File: src/design/ssir_defines.svh
// offsets, bit positions, reset values of the status and interrupt register bank
`ifndef SSIR_DEFINES_SVH
`define SSIR_DEFINES_SVH
`define SSIR_OFF_BUS_STATUS_ONE 8'h0e
`define SSIR_OFF_BUS_STATUS_TWO 8'h0f
`define SSIR_OFF_TABLE_BASE     8'h10
`define SSIR_OFF_INTERRUPT_STATUS_REG          8'h14
`define SSIR_OFF_CHIP_TEST_TWO  8'h1a
`define SSIR_OFF_IRQ_ENABLE     8'h3c
`define SSIR_BIT_ABORT          7
`define SSIR_BIT_SOFT_RESET_BIT           6
`define SSIR_BIT_SIGNAL_PROCESS_FLAG           5
`define SSIR_BIT_SEM            4
`define SSIR_BIT_CON            3
`define SSIR_BIT_ON_THE_FLY_IRQ           2
`define SSIR_BIT_SIP            1
`define SSIR_BIT_DIP            0
`define SSIR_BIT_CT2_SIGNAL_PROCESS_FLAG       6
`define SSIR_BIT_IRQ_EN         0
`define SSIR_FIFO_MAX           5'h10
`define SSIR_RST_INTERRUPT_STATUS_REG          8'h00
`define SSIR_RST_LAST_DROP_FLAG           1'b1
`define SSIR_RST_IRQ_EN         1'b0
`define SSIR_RST_TABLE_BASE     32'h0000_0000
`endif

File: src/design/ssir_pkg.sv
// types of the status and interrupt register bank
package ssir_pkg;
   typedef struct packed {
      logic [7:0]  rd_data;
      logic        in_upper_full;
      logic        in_upper_parity;
      logic        hold_upper_full;
      logic        out_upper_full;
      logic        last_drop_flag;
      logic [31:0] table_base;
      logic        abort;
      logic        soft_reset_bit;
      logic        signal_process_flag;
      logic        shared_flag_bit;
      logic        link_attached_flag;
      logic        on_the_fly_irq;
      logic        bus_side_irq_pending;
      logic        transfer_engine_irq_pending;
      logic        irq_en;
      logic        irq;
   } ssir_state_t;
endpackage : ssir_pkg

File: src/design/ssir_regs.sv
// status, table base pointer and interrupt status registers of the bus function
//
// Local design decision: the strobed register port.
`timescale 1ns/1ps
`default_nettype none
`include "ssir_defines.svh"
module ssir_regs #(
   parameter int ADDR_W     = 8,
   parameter int BUS_CAUSES = 11,
   parameter int ENG_CAUSES = 6
) (
   // clock and reset
   input  wire logic                  i_clk_sys,
   input  wire logic                  i_rst_n,
   // register port
   input  wire logic [ADDR_W-1:0]     i_addr,
   input  wire logic [7:0]            i_wr_data,
   input  wire logic                  i_wr_stb,
   input  wire logic                  i_rd_stb,
   output logic [7:0]                 o_rd_data,
   // data path status
   input  wire logic                  i_sync_mode,
   input  wire logic                  i_in_upper_load,
   input  wire logic                  i_in_upper_parity,
   input  wire logic                  i_in_upper_unload,
   input  wire logic                  i_out_upper_load,
   input  wire logic                  i_out_upper_send,
   input  wire logic                  i_hold_upper_send,
   input  wire logic [4:0]            i_fifo_count,
   input  wire logic                  i_cable_sense_pin,
   input  wire logic                  i_upper_parity_live,
   // engine events
   input  wire logic                  i_con_set,
   input  wire logic                  i_con_clear,
   input  wire logic                  i_block_move,
   input  wire logic                  i_table_base_load,
   input  wire logic [31:0]           i_table_base_data,
   input  wire logic                  i_sem_set,
   input  wire logic                  i_irq_on_the_fly_instruction,
   input  wire logic [BUS_CAUSES-1:0] i_bus_irq_cause,
   input  wire logic                  i_bus_irq_ack,
   input  wire logic [ENG_CAUSES-1:0] i_eng_irq_cause,
   input  wire logic                  i_eng_irq_ack,
   // control outputs
   output logic                       o_abort_req,
   output logic                       o_soft_reset,
   output logic                       o_signal_process,
   output logic                       o_shared_flag,
   output logic                       o_link_attached,
   output logic [31:0]                o_table_base,
   output logic                       o_irq
);

   initial begin
      if (ADDR_W < 6 || ADDR_W > 16 || BUS_CAUSES < 1 || ENG_CAUSES < 1) begin
         $error("ssir_regs: unsupported parameter values");
      end
   end

   localparam logic [ADDR_W-1:0] A_ONE = ADDR_W'(`SSIR_OFF_BUS_STATUS_ONE);
   localparam logic [ADDR_W-1:0] A_TWO = ADDR_W'(`SSIR_OFF_BUS_STATUS_TWO);
   localparam logic [ADDR_W-1:0] A_TB0 = ADDR_W'(`SSIR_OFF_TABLE_BASE);
   localparam logic [ADDR_W-1:0] A_TB1 = ADDR_W'(`SSIR_OFF_TABLE_BASE + 1);
   localparam logic [ADDR_W-1:0] A_TB2 = ADDR_W'(`SSIR_OFF_TABLE_BASE + 2);
   localparam logic [ADDR_W-1:0] A_TB3 = ADDR_W'(`SSIR_OFF_TABLE_BASE + 3);
   localparam logic [ADDR_W-1:0] A_IST = ADDR_W'(`SSIR_OFF_INTERRUPT_STATUS_REG);
   localparam logic [ADDR_W-1:0] A_CT2 = ADDR_W'(`SSIR_OFF_CHIP_TEST_TWO);
   localparam logic [ADDR_W-1:0] A_IEN = ADDR_W'(`SSIR_OFF_IRQ_ENABLE);

   ssir_pkg::ssir_state_t s_reg;
   ssir_pkg::ssir_state_t s_next;
   logic [7:0]            interrupt_status_reg_view;
   logic [7:0]            two_view;
   logic                  ist_wr;

   assign ist_wr = i_wr_stb && (i_addr == A_IST);

   always_comb begin
      interrupt_status_reg_view = {s_reg.abort, s_reg.soft_reset_bit, s_reg.signal_process_flag, s_reg.shared_flag_bit,
                    s_reg.link_attached_flag, s_reg.on_the_fly_irq, s_reg.bus_side_irq_pending, s_reg.transfer_engine_irq_pending};
      two_view   = {s_reg.in_upper_full, s_reg.hold_upper_full,
                    s_reg.out_upper_full, i_fifo_count[4],
                    s_reg.in_upper_parity, i_cable_sense_pin,
                    s_reg.last_drop_flag, i_upper_parity_live};

      s_next         = s_reg;
      s_next.rd_data = 8'h00;

      // data path latches
      if (i_in_upper_unload) begin
         s_next.in_upper_full = 1'b0;
      end
      if (i_in_upper_load && !i_sync_mode) begin
         s_next.in_upper_full   = 1'b1;
         s_next.in_upper_parity = i_in_upper_parity;
      end
      if (i_hold_upper_send) begin
         s_next.hold_upper_full = 1'b0;
      end
      if (i_out_upper_send) begin
         s_next.out_upper_full = 1'b0;
         if (i_sync_mode) begin
            s_next.hold_upper_full = 1'b1;
         end
      end
      if (i_out_upper_load) begin
         s_next.out_upper_full = 1'b1;
      end

      // register reads
      if (i_rd_stb) begin
         unique case (i_addr)
            A_ONE: s_next.rd_data = {i_fifo_count[3:0], 4'h0};
            A_TWO: s_next.rd_data = two_view;
            A_TB0: s_next.rd_data = s_reg.table_base[7:0];
            A_TB1: s_next.rd_data = s_reg.table_base[15:8];
            A_TB2: s_next.rd_data = s_reg.table_base[23:16];
            A_TB3: s_next.rd_data = s_reg.table_base[31:24];
            A_IST: s_next.rd_data = interrupt_status_reg_view;
            A_CT2: begin
               s_next.rd_data = {1'b0, s_reg.signal_process_flag, 6'h00};
               s_next.signal_process_flag    = 1'b0;
            end
            A_IEN: s_next.rd_data = {7'h00, s_reg.irq_en};
            default: s_next.rd_data = 8'h00;
         endcase
      end

      // register writes
      if (i_wr_stb) begin
         unique case (i_addr)
            A_TB0: s_next.table_base[7:0]   = i_wr_data;
            A_TB1: s_next.table_base[15:8]  = i_wr_data;
            A_TB2: s_next.table_base[23:16] = i_wr_data;
            A_TB3: s_next.table_base[31:24] = i_wr_data;
            A_IST: begin
               s_next.abort = i_wr_data[`SSIR_BIT_ABORT];
               s_next.soft_reset_bit  = i_wr_data[`SSIR_BIT_SOFT_RESET_BIT];
               s_next.signal_process_flag  = i_wr_data[`SSIR_BIT_SIGNAL_PROCESS_FLAG];
               s_next.shared_flag_bit   = i_wr_data[`SSIR_BIT_SEM];
               if (i_wr_data[`SSIR_BIT_ON_THE_FLY_IRQ]) begin
                  s_next.on_the_fly_irq = 1'b0;
               end
            end
            A_IEN: s_next.irq_en = i_wr_data[`SSIR_BIT_IRQ_EN];
            default: s_next.irq_en = s_reg.irq_en;
         endcase
      end
      if (i_table_base_load) begin
         s_next.table_base = i_table_base_data;
      end

      // hardware events, set wins over clear
      if (i_bus_irq_ack) begin
         s_next.bus_side_irq_pending = 1'b0;
      end
      if (i_eng_irq_ack) begin
         s_next.transfer_engine_irq_pending = 1'b0;
      end
      if (i_con_clear) begin
         s_next.link_attached_flag = 1'b0;
      end
      if (i_con_set) begin
         s_next.link_attached_flag = 1'b1;
      end
      if (i_sem_set) begin
         s_next.shared_flag_bit = 1'b1;
      end
      if (i_irq_on_the_fly_instruction) begin
         s_next.on_the_fly_irq = 1'b1;
      end
      if (|i_bus_irq_cause) begin
         s_next.bus_side_irq_pending = 1'b1;
      end
      if (|i_eng_irq_cause) begin
         s_next.transfer_engine_irq_pending = 1'b1;
      end
      // abort write raises engine pending, beats ack
      if (i_wr_stb && i_addr == A_IST && i_wr_data[`SSIR_BIT_ABORT]) begin
         s_next.transfer_engine_irq_pending = 1'b1;
      end
      s_next.last_drop_flag = !s_reg.link_attached_flag || (s_reg.last_drop_flag && !i_block_move);

      // soft reset holds operating registers except the table base at defaults
      if (s_next.soft_reset_bit) begin
         s_next.in_upper_full   = 1'b0;
         s_next.in_upper_parity = 1'b0;
         s_next.hold_upper_full = 1'b0;
         s_next.out_upper_full  = 1'b0;
         s_next.last_drop_flag            = `SSIR_RST_LAST_DROP_FLAG;
         s_next.abort           = 1'b0;
         s_next.signal_process_flag            = 1'b0;
         s_next.shared_flag_bit             = 1'b0;
         s_next.link_attached_flag             = 1'b0;
         s_next.on_the_fly_irq            = 1'b0;
         s_next.bus_side_irq_pending             = 1'b0;
         s_next.transfer_engine_irq_pending             = 1'b0;
         s_next.irq_en          = `SSIR_RST_IRQ_EN;
      end
      s_next.irq = s_next.irq_en && (s_next.bus_side_irq_pending || s_next.transfer_engine_irq_pending || s_next.on_the_fly_irq);
   end

   always_ff @(posedge i_clk_sys or negedge i_rst_n) begin
      if (!i_rst_n) begin
         s_reg                 <= '0;
         s_reg.last_drop_flag            <= `SSIR_RST_LAST_DROP_FLAG;
         s_reg.table_base      <= `SSIR_RST_TABLE_BASE;
         s_reg.irq_en          <= `SSIR_RST_IRQ_EN;
         {s_reg.abort, s_reg.soft_reset_bit, s_reg.signal_process_flag, s_reg.shared_flag_bit,
          s_reg.link_attached_flag, s_reg.on_the_fly_irq, s_reg.bus_side_irq_pending, s_reg.transfer_engine_irq_pending} <= `SSIR_RST_INTERRUPT_STATUS_REG;
      end else begin
         s_reg <= s_next;
      end
   end

   assign o_rd_data        = s_reg.rd_data;
   assign o_abort_req      = s_reg.abort;
   assign o_soft_reset     = s_reg.soft_reset_bit;
   assign o_signal_process = s_reg.signal_process_flag;
   assign o_shared_flag    = s_reg.shared_flag_bit;
   assign o_link_attached  = s_reg.link_attached_flag;
   assign o_table_base     = s_reg.table_base;
   assign o_irq            = s_reg.irq;
endmodule : ssir_regs
`default_nettype wire

File: config.mk
export PLATFORM = sky130hd
export DESIGN_NAME = ssir_regs
export DESIGN_NICKNAME = d
export VERILOG_FILES = /design/src/design/ssir_pkg.sv /design/src/design/ssir_regs.sv
export VERILOG_INCLUDE_DIRS = /design/src /design/src/design
export SDC_FILE = /design/constraint.sdc
export NUM_CORES = 1
export LEC_CHECK = 0
export ABC_AREA = 1
export BUFFER_PORTS_ARGS = -buffer_cell sky130_fd_sc_hd__buf_2
export CAP_MARGIN = 25
export CORE_UTILIZATION = 29
export CTS_CLUSTER_DIAMETER = 60
export DETAILED_ROUTE_END_ITERATION = 7
export PLACE_DENSITY_LB_ADDON = 0.15
export SYNTH_ARGS = -nofsm -noshare
export SYNTH_HDL_FRONTEND = slang
export SYNTH_SLANG_ARGS = --single-unit
File: constraint.sdc
create_clock -name i_clk_sys -period 1.15 [get_ports i_clk_sys]
set_input_delay 0.0575 -clock i_clk_sys [delete_from_list [all_inputs] [get_ports i_clk_sys]]
set_output_delay 0.0575 -clock i_clk_sys [all_outputs]
set_load 0.005 [all_outputs]
==> impl_metrics.py <==
metrics = {
    "routing": {
        "vias": 3271,
        "detail_route.vias_per_cell": 4.54,
        "drt-total-wl_um": 11100,
        "highest-signal-layer": "met4",
        "m1WireLength_um": 4970,
        "avgRoutedWirePerCell_um": 15.4,
        "met2RoutedLength_um": 5520,
        "detailedRoute.firstPassIterationCount": 6,
        "drtAntennaViolNets": 0,
        "drc": 8,
        "number_of_drc_violations_after_detailed_routing_iteration_0": 133,
        "route.met3.wl_um": 531,
    },
    "global_routing": {
        "grtUsageTotal": 0.185,
        "global_route.overflow_total": 0,
        "grt_pass1_wl_um": 17600,
        "vias_in_the_first_global_route": 3325,
        "grt_antenna_before_repair": 0,
        "maximum_number_of_pins_on_one_net_before_global_route_repair": 56,
    },
    "job": {
        "cap_violations": 0,
    },
    "die": {
        "start_util": 0.302,
        "rows": 39,
        "die_width_um": 112,
        "io-pin-count": 137,
        "fp.dieArea_um2": 12500,
        "core_um2": 11600,
        "die_y_um": 112,
    },
    "setup_path": {
        "biggest_fanout_along_the_worst_timing_path": 2,
        "path_cells": "inv_1 -> nor2_1 -> nor3_2 -> nand2_2 -> inv_2 -> nand3_1 -> nand2_1 -> inv_1",
        "crit_path_frequent_cell": "sky130_fd_sc_hd__inv_1",
        "worst_setup_path_end_kind": "register",
        "critical_path_buf_inv_count": 3,
        "ff2ff_path_depth": 8,
        "path_class": "register to register",
        "crit_path_max_incr_delay_ps": 380,
        "crit_path_start_kind": "register",
        "worst-path-stages": 8,
        "cp_top_family": "simple AND/OR/NAND/NOR gates",
        "worst_ep_arrival_time_ps": 1260,
        "timing.critical_path.required_ps": 1340,
        "timing.critical_path.slowest_stage_cell": "sky130_fd_sc_hd__dfrtp_1",
    },
    "finish": {
        "largest_reg_flops": 32,
        "layout.cell_area.non_filler_um2": 4410,
        "design.final.nets": 667,
        "fin_util": 0.382,
        "antenna_diode_count": 0,
        "syn_to_final_growth_pct": 26.3,
        "drive_above_1_share": 0.406,
    },
    "synthesis": {
        "netlist_top_cells_area": "sky130_fd_sc_hd__dfrtp_1 (39%), sky130_fd_sc_hd__nand2_1 (11%), sky130_fd_sc_hd__buf_4 (8.6%)",
        "synth_cell_type_count": 33,
        "synth.top_cell.area_share": 0.387,
        "synth-seq-area-share": 0.394,
        "flip_flop_and_latch_count_after_synthesis": 55,
        "synth_warnings": 0,
        "synth_cells": 450,
        "post_synth.cell_area_avg_um2": 7.77,
        "post_syn_area_um2": 3490,
        "yosysTopAreaCell": "sky130_fd_sc_hd__dfrtp_1",
        "postSynthNetCount": 541,
    },
    "sta": {
        "hold_viol": 0,
        "report.final.setup_viol": 0,
        "timing.final.crit_share": 0.926,
        "slew-limit-headroom": 0.674,
        "hold_ws_ps": 0.434,
        "timing.final.crit_period_ps": 1060,
        "clock-skew-final_ps": 6.96,
        "finalMaxSlewViolations": 0,
        "final.setup.tns_ps": 0,
        "tightest_slew_ps": 488,
        "rsz0062_at_grt": "false",
        "fmaxAchievable_mhz": 939,
    },
    "placed_design": {
        "hpwlAfterDp_um": 9090,
        "place_congestion": 0.831,
        "detailed_place.area_um2": 4200,
        "placement.io_buffers": 136,
    },
    "clock_network": {
        "tritoncts.num_buffers": 5,
        "worst_skew_pair.late_latency_ps": 290,
        "clock_tree.htree_level_count": 2,
        "cts.clk_slew.worst_paths_ps": 70,
        "cts_num_sinks": 55,
        "clock_tree_from_tritoncts": "yes",
        "cts_buffer_depth": 2,
        "cts_root_buffer": "sky130_fd_sc_hd__clkbuf_16",
    },
    "min_path": {
        "hold_path_depth": 3,
        "holdCritPathClass": "input pin to register",
    },
    "power_and_ir_drop": {
        "ir_drop_v": 0.000597,
        "total_power_mw": 4.54,
        "power.static_leakage_nw": 2.35,
        "pwr_density_cell_nw_per_um2": 1030,
    },
    "outcome": {
        "run_status": "complete, but fails checks",
        "violations_in_the_final_reports": "design-rule violations",
    },
}
[kinds of logic after synthesis]
| family | Yosys count | synth area share |
|---|---|---|
| simple gates | 201 | 0.265 |
| buf+inv | 108 | 0.174 |
| compound gates | 86 | 0.166 |
| flops | 55 | 0.394 |
[area by class of cell]
type	instances	area, um2
repair buffers	170	991
fillers	1265	7150
inverters	57	214
flip-flops and latches	55	1380
multi-input cells	287	1510
clock inverters	3	15.0
clock buffers	5	125
well taps	143	179
[metrics by stage]
| stage | worst slack [ps] | cells |
|---|---|---|
| after floorplan | 139 | 450 |
| after global placement | -152 | 705 |
| after detailed placement | -151 | 705 |
| after CTS | 67.4 | 720 |
| after global routing | 1.66 | 720 |
| final | 85.2 | 720 |
[tightest hold or removal path, stage by stage]
cell and delay [ps]:
sky130_fd_sc_hd__buf_2 70, sky130_fd_sc_hd__nand2_1 40, sky130_fd_sc_hd__o211ai_1 80
[synth_stat cells (all sizes together)]
library cell and instances:
o211ai 11, clkbuf 3, nor3 6, a21oi 37, o21a 1, a22oi 1
nor2 46, dfstp 1, or2 1, dfrtp 54, inv 57, buf 48
o21ai 34, nand4 2, nand3b 1, o22ai 1, nand2 117, nand3 28
o21bai 1
[routing by layer]
layer,vias up,track usage
met4,0,0.0360
met1,1538,0.242
met3,6,0.0261
met5,-,0
met2,77,0.323
li1,1650,-
[worst paths after layout]
kind                                                        startpoint                            to  slack (ps)
worst min register to register                     s_reg[42]$_DFF_PN1_           s_reg[42]$_DFF_PN1_         500
worst max register to register  interrupt_status_reg_view[0]$_DFF_PN0_               o_irq$_DFF_PN0_          90
worst max-delay path            interrupt_status_reg_view[0]$_DFF_PN0_               o_irq$_DFF_PN0_          90
min in group asynchronous                                      i_rst_n  o_table_base[27]$_DFFE_PN0P_         300
max in group asynchronous                                      i_rst_n           s_reg[42]$_DFF_PN1_         540
worst min-delay path                             i_table_base_data[31]  o_table_base[31]$_DFFE_PN0P_         0.4
[cell usage in the layout, fill, tap and decap left out, drive strengths merged, types with 2 or more instances in the layout]
cell type and count:
nand3 28, buf 163, nand4 2, inv 57, dfrtp 54, nor3 6
nand2 117, clkinv 3, o211ai 11, nor2 46, clkbuf 5, dlygate4sd3 7
o21ai 34, a21oi 37
[power breakdown]
group | switching (mW) | leakage, nW | internal, mW
combinational | 0.483 | 1.57 | 0.396
clock | 0.688 | 0.0733 | 0.797
sequential | 0.120 | 0.712 | 2.06
total | 1.29 | 2.35 | 3.25
[what timing repair did]
| item | in CTS | in global routing |
|---|---|---|
| setup buffers | 0 | 0 |
| endpoints found under the setup margin | 1 | 2 |
| hold buffers | 7 | 0 |
| hold endpoints to repair | 60 | 0 |
| gates resized for setup | 1 | 0 |
| pin swaps | 0 | 2 |
| cloned | 0 | 0 |
(Power assumes the default switching activity.)
